## src/hw/liu_consts.svh

```systemverilog
// offsets, field positions, reset values for the channel change latch block
`ifndef LIU_CONSTS_SVH
`define LIU_CONSTS_SVH

`define LIU_OFS_ENABLE 12'hf04
`define LIU_OFS_STATUS 12'hf05
`define LIU_OFS_LATCH 12'hf06

`define LIU_BIT_RSVD 7
`define LIU_BIT_DRIVE_MON 6
`define LIU_BIT_FIFO_LIM 5
`define LIU_BIT_CODE_VIOL 4
`define LIU_BIT_LOOP_CODE 3
`define LIU_FIELD_HI 6
`define LIU_FIELD_LO 3
`define LIU_COND_W 4

`define LIU_LATCH_RESET 4'h0
`define LIU_ENABLE_RESET 4'h0
`define LIU_BYTE_RESET 8'h00
`define LIU_LOW_ZERO 3'h0
// write-to-clear lanes, order [6:3]; code violation latch clears on read only
`define LIU_WC_MASK 4'hd
`define LIU_SYNC_RESET 4'h0

`endif

```

## src/hw/liu_types_pkg.sv

```systemverilog
// types shared by the channel change latch block
package liu_types_pkg;
	typedef logic [3:0] cond_type;
	typedef logic [11:0] addr_type;
	typedef logic [7:0] byte_type;
endpackage

```

## src/hw/cond_sync.sv

```systemverilog
// two-flop synchroniser with change detection for the live condition levels
`timescale 1ns/100ps
`default_nettype none
`include "liu_consts.svh"

module cond_sync (
	// clock, reset, enable
	input wire logic clk,
	input wire logic reset,
	input wire logic ce,
	// raw levels
	input wire liu_types_pkg::cond_type level_in,
	// synchronised level and change
	output liu_types_pkg::cond_type level_r,
	output liu_types_pkg::cond_type change
);
	import liu_types_pkg::*;

	cond_type meta_r;
	cond_type meta_nxt;
	cond_type sync_r;
	cond_type sync_nxt;
	cond_type level_nxt;

	always_comb begin
		meta_nxt = meta_r;
		sync_nxt = sync_r;
		level_nxt = level_r;
		if (ce) begin
			meta_nxt = level_in;
			sync_nxt = meta_r;
			level_nxt = sync_r;
		end
	end

	always_ff @(posedge clk) begin
		if (reset) begin
			meta_r <= `LIU_SYNC_RESET;
			sync_r <= `LIU_SYNC_RESET;
			level_r <= `LIU_SYNC_RESET;
		end else begin
			meta_r <= meta_nxt;
			sync_r <= sync_nxt;
			level_r <= level_nxt;
		end
	end

	// any transition, either direction
	genvar i;
	generate
		for (i = 0; i < `LIU_COND_W; i++) begin : g_chg
			assign change[i] = ce & (sync_r[i] ^ level_r[i]);
		end
	endgenerate
endmodule
`default_nettype wire

```

## src/hw/liu_channel_irq_status_latch.sv

```systemverilog
// channel change latches, live status, enable and interrupt output
// Contract
// - drive-monitor change latch, bit 6, sets when drive-monitor level changes
// - drive-monitor, fifo-limit, loop-code latches clear on read or by write
// - fifo-limit change latch, bit 5, sets when fifo-limit level changes
// - code-violation latch, bit 4, sets on level change, clears on read
// - loop-code change latch, bit 3, sets when loop-code detect level changes
// - live level of each condition readable at same bit in status register
// - bit 7 reserved reads zero; all latches zero after reset
// - enabled loop-code interrupt fires on every transition, either direction
`timescale 1ns/100ps
`default_nettype none
`include "liu_consts.svh"

module liu_channel_irq_status_latch (
	// clock, reset, enable
	input wire logic clk,
	input wire logic reset,
	input wire logic ce,
	// live condition levels, order [6:3]
	input wire logic drive_monitor_level,
	input wire logic fifo_limit_level,
	input wire logic code_violation_level,
	input wire logic loop_code_detect_level,
	// register port
	input wire liu_types_pkg::addr_type reg_addr,
	input wire logic reg_rd,
	input wire logic reg_wr,
	input wire liu_types_pkg::byte_type reg_wdata,
	output liu_types_pkg::byte_type reg_rdata_r,
	// interrupt
	output logic irq_r
);
	import liu_types_pkg::*;

	function automatic logic hit(input addr_type a, input addr_type ofs);
		hit = (a == ofs);
	endfunction

	cond_type level_r;
	cond_type change;
	cond_type latch_r;
	cond_type latch_nxt;
	cond_type enable_r;
	cond_type enable_nxt;
	cond_type clr;
	byte_type rdata_nxt;
	logic irq_nxt;
	logic rd_latch;
	logic rd_status;
	logic rd_enable;
	logic wr_latch;
	logic wr_enable;

	cond_sync u_sync (
		.clk(clk),
		.reset(reset),
		.ce(ce),
		.level_in({drive_monitor_level, fifo_limit_level, code_violation_level,
			loop_code_detect_level}),
		.level_r(level_r),
		.change(change)
	);

	assign rd_latch = reg_rd & hit(reg_addr, `LIU_OFS_LATCH);
	assign rd_status = reg_rd & hit(reg_addr, `LIU_OFS_STATUS);
	assign rd_enable = reg_rd & hit(reg_addr, `LIU_OFS_ENABLE);
	assign wr_latch = reg_wr & hit(reg_addr, `LIU_OFS_LATCH);
	assign wr_enable = reg_wr & hit(reg_addr, `LIU_OFS_ENABLE);

	always_comb begin
		clr = `LIU_LATCH_RESET;
		latch_nxt = latch_r;
		enable_nxt = enable_r;
		rdata_nxt = reg_rdata_r;
		irq_nxt = irq_r;
		if (ce) begin
			// clear on read, or write-one-to-clear on the wc lanes
			if (rd_latch)
				clr = ~`LIU_LATCH_RESET;
			else if (wr_latch)
				clr = reg_wdata[`LIU_FIELD_HI:`LIU_FIELD_LO] & `LIU_WC_MASK;
			// a change in the clearing cycle survives
			latch_nxt = (latch_r & ~clr) | change;
			if (wr_enable)
				enable_nxt = reg_wdata[`LIU_FIELD_HI:`LIU_FIELD_LO];
			rdata_nxt = `LIU_BYTE_RESET;
			if (rd_latch)
				rdata_nxt = {1'b0, latch_r, `LIU_LOW_ZERO};
			else if (rd_status)
				rdata_nxt = {1'b0, level_r, `LIU_LOW_ZERO};
			else if (rd_enable)
				rdata_nxt = {1'b0, enable_r, `LIU_LOW_ZERO};
			irq_nxt = |(latch_r & enable_r);
		end
	end

	always_ff @(posedge clk) begin
		if (reset) begin
			latch_r <= `LIU_LATCH_RESET;
			enable_r <= `LIU_ENABLE_RESET;
			reg_rdata_r <= `LIU_BYTE_RESET;
			irq_r <= 1'b0;
		end else begin
			latch_r <= latch_nxt;
			enable_r <= enable_nxt;
			reg_rdata_r <= rdata_nxt;
			irq_r <= irq_nxt;
		end
	end

	a_set_on_change: assert property (@(posedge clk) disable iff (reset)
		(|change) |=> ((latch_r & $past(change)) == $past(change)))
		else $error("change not latched");

	a_loop_both_edges: assert property (@(posedge clk) disable iff (reset)
		$changed(level_r[0]) |-> latch_r[0])
		else $error("loop-code transition not latched");

	a_read_clears: assert property (@(posedge clk) disable iff (reset)
		(ce && rd_latch && !(|change)) |=> (latch_r == `LIU_LATCH_RESET))
		else $error("read did not clear latches");

	a_read_data: assert property (@(posedge clk) disable iff (reset)
		(ce && rd_latch) |=> (reg_rdata_r[6:3] == $past(latch_r)))
		else $error("latch read data wrong");

	a_reserved_zero: assert property (@(posedge clk) disable iff (reset)
		reg_rdata_r[`LIU_BIT_RSVD] == 1'b0)
		else $error("reserved bit not zero");

	a_cv_no_wc: assert property (@(posedge clk) disable iff (reset)
		(ce && wr_latch && !reg_rd && !change[1]) |=> (latch_r[1] == $past(latch_r[1])))
		else $error("write cleared code violation latch");

	a_status_level: assert property (@(posedge clk) disable iff (reset)
		(ce && rd_status) |=> (reg_rdata_r[6:3] == $past(level_r)))
		else $error("status read not live level");

	a_irq_follows: assert property (@(posedge clk) disable iff (reset)
		ce |=> (irq_r == (|($past(latch_r) & $past(enable_r)))))
		else $error("irq not following enabled latches");

	a_hold_ce: assert property (@(posedge clk) disable iff (reset)
		!ce |=> ($stable(latch_r) && $stable(irq_r)))
		else $error("state moved with ce low");

	// reset, register-port, latch and interrupt checks
	a_reset_values: assert property (@(posedge clk)
		reset |=> (latch_r == `LIU_LATCH_RESET && enable_r == `LIU_ENABLE_RESET
			&& reg_rdata_r == `LIU_BYTE_RESET && !irq_r))
		else $error("state not cleared by reset");

	a_wc_clears: assert property (@(posedge clk) disable iff (reset)
		(ce && wr_latch && !reg_rd && !(|change))
			|=> ((latch_r & $past(reg_wdata[`LIU_FIELD_HI:`LIU_FIELD_LO]) & `LIU_WC_MASK)
			== `LIU_LATCH_RESET))
		else $error("write one did not clear latch");

	a_latch_holds: assert property (@(posedge clk) disable iff (reset)
		(ce && !rd_latch && !wr_latch) |=> ((latch_r & $past(latch_r)) == $past(latch_r)))
		else $error("latch dropped without access");

	a_no_false_set: assert property (@(posedge clk) disable iff (reset)
		!(|change) |=> ((latch_r & ~$past(latch_r)) == `LIU_LATCH_RESET))
		else $error("latch set without change");

	a_cv_read_clears: assert property (@(posedge clk) disable iff (reset)
		(ce && rd_latch && !change[1]) |=> !latch_r[1])
		else $error("code violation latch kept after read");

	a_low_bits_zero: assert property (@(posedge clk) disable iff (reset)
		reg_rdata_r[2:0] == `LIU_LOW_ZERO)
		else $error("unused low bits not zero");

	a_rdata_idle: assert property (@(posedge clk) disable iff (reset)
		(ce && !reg_rd) |=> (reg_rdata_r == `LIU_BYTE_RESET))
		else $error("read data not zero without read");

	a_unmapped_read: assert property (@(posedge clk) disable iff (reset)
		(ce && reg_rd && !rd_latch && !rd_status && !rd_enable)
			|=> (reg_rdata_r == `LIU_BYTE_RESET))
		else $error("unmapped read not zero");

	a_enable_read: assert property (@(posedge clk) disable iff (reset)
		(ce && rd_enable) |=> (reg_rdata_r == {1'b0, $past(enable_r), `LIU_LOW_ZERO}))
		else $error("enable read data wrong");

	a_enable_write: assert property (@(posedge clk) disable iff (reset)
		(ce && wr_enable) |=> (enable_r == $past(reg_wdata[`LIU_FIELD_HI:`LIU_FIELD_LO])))
		else $error("enable write not taken");

	a_enable_hold: assert property (@(posedge clk) disable iff (reset)
		(ce && !wr_enable) |=> $stable(enable_r))
		else $error("enable moved without write");

	a_freeze_ce: assert property (@(posedge clk) disable iff (reset)
		!ce |=> ($stable(reg_rdata_r) && $stable(enable_r) && $stable(level_r)))
		else $error("port state moved with ce low");

	a_irq_drops: assert property (@(posedge clk) disable iff (reset)
		(ce && !(|(latch_r & enable_r))) |=> !irq_r)
		else $error("irq high with no enabled latch");

	a_loop_irq: assert property (@(posedge clk) disable iff (reset)
		(change[0] && enable_r[0] && !wr_enable) ##1 ce |=> irq_r)
		else $error("enabled loop-code change gave no interrupt");

	// per-lane checks
	genvar k;
	generate
		for (k = 0; k < `LIU_COND_W; k++) begin : g_lane_chk
			a_lane_set: assert property (@(posedge clk) disable iff (reset)
				change[k] |=> latch_r[k])
				else $error("lane change not latched");

			a_lane_read: assert property (@(posedge clk) disable iff (reset)
				(ce && rd_latch) |=> (reg_rdata_r[`LIU_FIELD_LO + k] == $past(latch_r[k])))
				else $error("lane latch bit wrong");

			a_lane_status: assert property (@(posedge clk) disable iff (reset)
				(ce && rd_status) |=> (reg_rdata_r[`LIU_FIELD_LO + k] == $past(level_r[k])))
				else $error("lane status bit wrong");
		end
	endgenerate
endmodule
`default_nettype wire

```

## config.mk

```make
export PLATFORM = sky130hd
export DESIGN_NAME = liu_channel_irq_status_latch
export DESIGN_NICKNAME = d
export VERILOG_FILES = /design/src/hw/liu_types_pkg.sv /design/src/hw/cond_sync.sv /design/src/hw/liu_channel_irq_status_latch.sv
export VERILOG_INCLUDE_DIRS = /design/src /design/src/hw
export SDC_FILE = /design/constraint.sdc
export NUM_CORES = 1
export LEC_CHECK = 0
export ABC_AREA = 1
export BUFFER_PORTS_ARGS = -buffer_cell sky130_fd_sc_hd__clkbuf_2
export CAP_MARGIN = 20
export CORE_MARGIN = 4
export CORE_UTILIZATION = 50
export CTS_CLUSTER_SIZE = 8
export DETAILED_ROUTE_END_ITERATION = 10
export PLACE_DENSITY_LB_ADDON = 0.15
export SYNTH_ARGS = -nofsm -noshare
export SYNTH_HDL_FRONTEND = slang
export SYNTH_SLANG_ARGS = --single-unit
```

## constraint.sdc

```tcl
create_clock -name clk -period 1.15 [get_ports clk]
set_input_delay 0.0575 -clock clk [delete_from_list [all_inputs] [get_ports clk]]
set_output_delay 0.0575 -clock clk [all_outputs]
set_load 0.01 [all_outputs]
```

==> results of run 1 <==
[cells by family after synthesis]
kind of cell	after synthesis	share of synthesized area
flops	25	0.376
simple gates	76	0.294
buf+inv	39	0.131
compound gates	46	0.197
other cells	1	0.00282
[worst min-delay path by stage]
stage | endpoint | startpoint | depth (start not counted)
after global placement | u_sync.meta_r[0]$_SDFFE_PP0P_ | loop_code_detect_level | 3
after global routing | enable_r[0]$_SDFFE_PP0P_ | reg_wdata[3] | 3
final | enable_r[3]$_SDFFE_PP0P_ | reg_wdata[6] | 3
after floorplan | enable_r[0]$_SDFFE_PP0P_ | reset | 1
after CTS | enable_r[3]$_SDFFE_PP0P_ | reg_wdata[6] | 3
after detailed placement | u_sync.meta_r[3]$_SDFFE_PP0P_ | drive_monitor_level | 3
[flip-flops by register name, summed over array words and instances, names as in the netlist]
name / cells
enable_r: 4
irq_r: 1
latch_r: 4
reg_rdata_r: 4
u_sync.level_r: 4
u_sync.meta_r: 4
u_sync.sync_r: 4
[critical path, stage by stage, from the launching register on]
cell,delay [ns]
dfxtp_1,0.33
inv_1,0.08
o21ai_0,0.08
a221oi_1,0.31
a21oi_1,0.11
[stage by stage]
stage                     hold WS [ns]  instance area (um^2)   util
after global routing           0.00858                  1580  0.631
after global placement           0.281                  1500  0.600
after CTS                      0.00381                  1580  0.631
after detailed placement         0.287                  1500  0.600
after floorplan                  0.136                  1340      -
final                          0.00530                  1580  0.631
[metal layers]
| metal | track usage | vias to the layer above | routed length [um] | part of all wire |
|---|---|---|---|---|
| li1 | - | 672 | - | - |
| met1 | 0.215 | 554 | 1220 | 0.44 |
| met2 | 0.315 | 29 | 1400 | 0.50 |
| met3 | 0.0218 | 2 | 159 | 0.057 |
| met4 | 0.0348 | 0 | 11 | 0.0039 |
| met5 | 0 | - | 0 | 0 |
[cell usage in the layout, fill, tap and decap left out]
| master | netlist | layout |
|---|---|---|
| dlygate4sd3_1 | 0 | 5 |
| nand4_2 | 1 | 1 |
| clkbuf_4 | 0 | 3 |
| nand4_1 | 7 | 7 |
| inv_2 | 1 | 1 |
| a21o_1 | 1 | 1 |
| a21oi_2 | 4 | 4 |
| dfxtp_1 | 25 | 25 |
| o21ai_0 | 18 | 18 |
| nand2_4 | 1 | 1 |
| clkinv_2 | 0 | 1 |
| a211oi_1 | 4 | 4 |
| nor2_2 | 3 | 3 |
| buf_4 | 5 | 6 |
| nand3_2 | 2 | 2 |
| clkbuf_2 | 0 | 29 |
| nand2_2 | 1 | 1 |
| nand3_1 | 8 | 8 |
| nor2_4 | 3 | 3 |
| clkinv_1 | 1 | 1 |
| nand2_1 | 33 | 33 |
| a21oi_1 | 18 | 18 |
| nor2_8 | 1 | 1 |
| conb_1 | 1 | 4 |
| nor2_1 | 16 | 16 |
| a221oi_1 | 1 | 1 |
| inv_1 | 26 | 26 |
[power by group through the flow]
stage | Clock (mW) | Sequential (mW) | Combinational [mW]
after floorplan | 0 | 0.946 | 0.135
after global placement | 0 | 0.950 | 0.199
after detailed placement | 0 | 0.952 | 0.207
after CTS | 0.396 | 0.932 | 0.221
after global routing | 0.425 | 0.938 | 0.253
final | 0.383 | 0.933 | 0.220
[final cells by class]
class	instances	area [um^2]
clock inverter	1	5.00
timing repair buffer	40	240
sequential	25	500
multi-input combinational	126	667
tap	30	37.5
inverter	28	105
clock buffer	3	22.5
fill	260	922
[what timing repair did]
item / CTS / global route
hold buffers: 5 / 0
endpoints found under the setup margin: 0 / 0
hold endpoints to repair: 5 / 0
==> results.cfg, run 1 <==
[status]
status = finished, final reports clean

[synth]
yosysTopAreaCell = dfxtp_1
synth_cell_type_count = 26
synth.avg_cell_area_um2 = 7.11
synth_seq_cells = 25
synthTopCellsByArea = dfxtp_1, nand2_1, inv_1
ys_warn_count = 0
yosysMostFrequentCell = nand2_1
synth_ff_type = dfxtp_1
yosysTopAreaCellShare = 0.376
syn_inst = 187
yosys-top-cells-count = nand2_1, inv_1, dfxtp_1
synth.cell_area_um2 = 1330
async_flop_share = 0
synth_edf_count = 0
yosysSeqAreaShare = 0.376

[clock_network]
path_clk_slew_ns = 0.14
cts_buffers = 3
clk_latency_ns = 0.31
clock_path_buffers = 2
clock-sinks = 25
clockRootBuffer = clkbuf_4
cts_resized = 0
postCtsSetupBuffers = 0
h-tree-depth = 1
cts_tree = built

[timing]
fmax_ghz = 0.975
finalHoldViolations = 0
fin_tns_setup_ns = 0
rsz0062_at_grt = false
skew_ns = 0.00822
setup_ws_ns = 0.125
finalMaxSlewViolations = 0
period_needed_ns = 1.03
setup_viol = 0
fin_crit_sh = 0.891

[floorplan]
die_y_um = 59.6
rows = 18
ios = 38
dieArea_um2 = 3550
initial_core_util = 0.532
die_x_um = 59.6
core-area_um2 = 2500

[setup_path]
crit_fanout = 3
critical_path_class = flip-flop to flip-flop
arrival_ns = 1.23
startpoint = enable_r[2]$_SDFFE_PP0P_
reg2reg_to = irq_r$_SDFFE_PP0P_
endpoint = irq_r$_SDFFE_PP0P_
required_ns = 1.35
r2r_slack_ns = 0.12
worst_r2r_path_depth = 4
end_kind = flip-flop
regToRegStartpoint = enable_r[2]$_SDFFE_PP0P_
start_kind = flip-flop

[place]
place_hpwl_um = 2160
place_inst = 244
gp_congestion = 0.798
numPortBuffers = 29
place_ws_ns = -0.0668

[power_and_ir_drop]
p_int_mw = 1.13
clockPowerShare = 0.249
netSwitchingFraction = 0.262
combPwrFrac = 0.143
total_power_mw = 1.54
vdd_drop_max_uv = 875
cellPowerDensity_nw_per_um2 = 973
p_leak_nw = 0.759
seqPwrFrac = 0.608
p_sw_mw = 0.403

[routing]
dr.first_iter.drc_count = 24
drc = 0
wirelength_um = 2790
vias_per_cell = 4.97
wl_per_cell_um = 11.0
drtAntennaViolNets = 0
vias = 1257
dr.pass1.iters = 4

[flow_run]
maxCapViolations = 0

[global_routing]
gr-total-overflow = 0
track_usage = 0.172
grt_start_max_net_pins = 20
grt_pass1_wl_um = 4880
antenna_found_initial = 0
grt_pass1_vias = 1192

[finish]
syn_to_final_growth_pct = 18.6
stdcell_count = 253
antennaDiodeCount = 0
drive_gt1_frac = 0.251
fin_nets = 253

[worst_hold_path]
hp-class = primary input to flip-flop
Power figures use the tool's default switching activity.
==> inputs of run 2 (changes only) <==
CTS_BUF_LIST = sky130_fd_sc_hd__clkbuf_8   (was not set)
clock period = 0.95 ns   (was 1.15 ns; I/O delays follow)
==> results.cfg, run 2 (synthesis results as in run 1) <==
[setup_path]
crit_fanout = 2
crit_path_cell_trace = buf_4 -> inv_1 -> nand4_1 -> nand2_1 -> inv_1 -> nand2_1 -> a21oi_2
critPathTopFamily = flip-flops
arrival_ns = 1.07
worstPathBufferInverterCount = 3
crit_path_top_delay_cell = dfxtp_2
slowest_delay_ns = 0.33
end_kind = flip-flop
start_kind = flip-flop
critical_path_class = flip-flop to flip-flop
required_ns = 1.11

[routing]
wl_per_cell_um = 12.0
wirelength_um = 3030
drtAntennaViolNets = 0
vias = 1285
dr.first_iter.drc_count = 42
vias_per_cell = 5.08
dr.pass1.iters = 4
drc = 0

[floorplan]
die_y_um = 59.6
ios = 38
dieArea_um2 = 3550
core-area_um2 = 2500
initial_core_util = 0.532
die_x_um = 59.6
rows = 18

[timing]
fin_crit_sh = 0.958
setup_ws_ns = 0.0400
fmax_ghz = 1.10
setup_viol = 0
finalMaxSlewViolations = 0
finalHoldViolations = 0
skew_ns = 0.00498
rsz0062_at_grt = true
holdWs_ns = 0.0119
period_needed_ns = 0.910

[clock_network]
clockRootBuffer = clkbuf_8
cts_tree = built
path_clk_slew_ns = 0.09
clk_latency_ns = 0.27
clock_path_buffers = 2
h-tree-depth = 1
cts_buffers = 3
clock-sinks = 25

[finish]
fill_cells = 228
seq_area_um2 = 509
design_area_um2 = 1620
stdcell_count = 253
drive_gt1_frac = 0.323
final_cell_mix = nand2_1, clkbuf_2, inv_1
fin_nets = 253
syn_to_final_growth_pct = 21.6
antennaDiodeCount = 0
multi_input_area_um2 = 694
layout_commonest_cell = nand2_1

[global_routing]
grt_pass1_wl_um = 4970
grt_start_max_net_pins = 20
antenna_found_initial = 0
track_usage = 0.183
gr-total-overflow = 0
grt_pass1_vias = 1218

[worst_hold_path]
hp-class = primary input to flip-flop

[status]
status = finished, final reports clean

[power_and_ir_drop]
cellPowerDensity_nw_per_um2 = 1240
vdd_drop_max_uv = 924
p_leak_nw = 0.775

[place]
placed_cell_area_um2 = 1530
place_hpwl_um = 2210
place_ws_ns = -0.201
numPortBuffers = 29
place_inst = 247
gp_congestion = 0.788

[flow_run]
maxCapViolations = 0
run 2: layer usage:
| layer | track usage | vias to the layer above | routed length [um] |
|---|---|---|---|
| met2 | 0.321 | 29 | 1570 |
| met4 | 0.0728 | 0 | 40 |
| li1 | - | 673 | - |
| met3 | 0.0283 | 5 | 127 |
| met1 | 0.220 | 578 | 1290 |
| met5 | 0 | - | 0 |
run 2: worst paths after layout:
path	endpoint	slack, ns	cells past startpoint	startpoint
hold / removal	u_sync.meta_r[2]$_SDFFE_PP0P_	0.01	3	fifo_limit_level
setup / recovery	reg_rdata_r[6]$_SDFFE_PP0P_	0.04	7	latch_r[3]$_SDFFE_PP0P_
setup reg to reg	reg_rdata_r[6]$_SDFFE_PP0P_	0.04	7	latch_r[3]$_SDFFE_PP0P_
hold reg to reg	reg_rdata_r[5]$_SDFFE_PP0P_	0.48	2	reg_rdata_r[5]$_SDFFE_PP0P_
run 2: timing repair:
| item | CTS | global route |
|---|---|---|
| resized for setup | 6 | 9 |
| pin swaps | 1 | 5 |
| buffers inserted | 0 | 2 |
| hold endpoints to repair | 1 | 0 |
| cloned | 0 | 1 |
| setup endpoints to repair | 2 | 8 |
| hold buffers | 1 | 0 |
run 2: layout make-up:
cell class	count	area share
Multi-Input combinational cell	127	0.429
Tap cell	30	0.0232
Sequential cell	25	0.315
Clock inverter	1	0.00232
Clock buffer	3	0.0255
Timing Repair Buffer	39	0.140
Inverter	28	0.0650
run 2: per-stage QoR:
step	utilization	total power, mW	setup TNS (ns)
after floorplan	-	1.31	0
after global placement	0.610	1.40	-1.32
after detailed placement	0.610	1.41	-1.76
after CTS	0.637	2.04	0
after global routing	0.647	2.12	-0.0748
final	0.647	2.01	0
run 2: worst min-delay path: cells and delay by family:
kind	cells	cell delay [ns]
and+or+nand+nor	2	0.13
buffers and inverters	1	0.07
run 2: report_power, final:
group / leakage, nW / switching (mW) / internal, mW
sequential: 0.208 / 0.0345 / 1.10
combinational: 0.540 / 0.153 / 0.110
clock: 0.0269 / 0.323 / 0.289
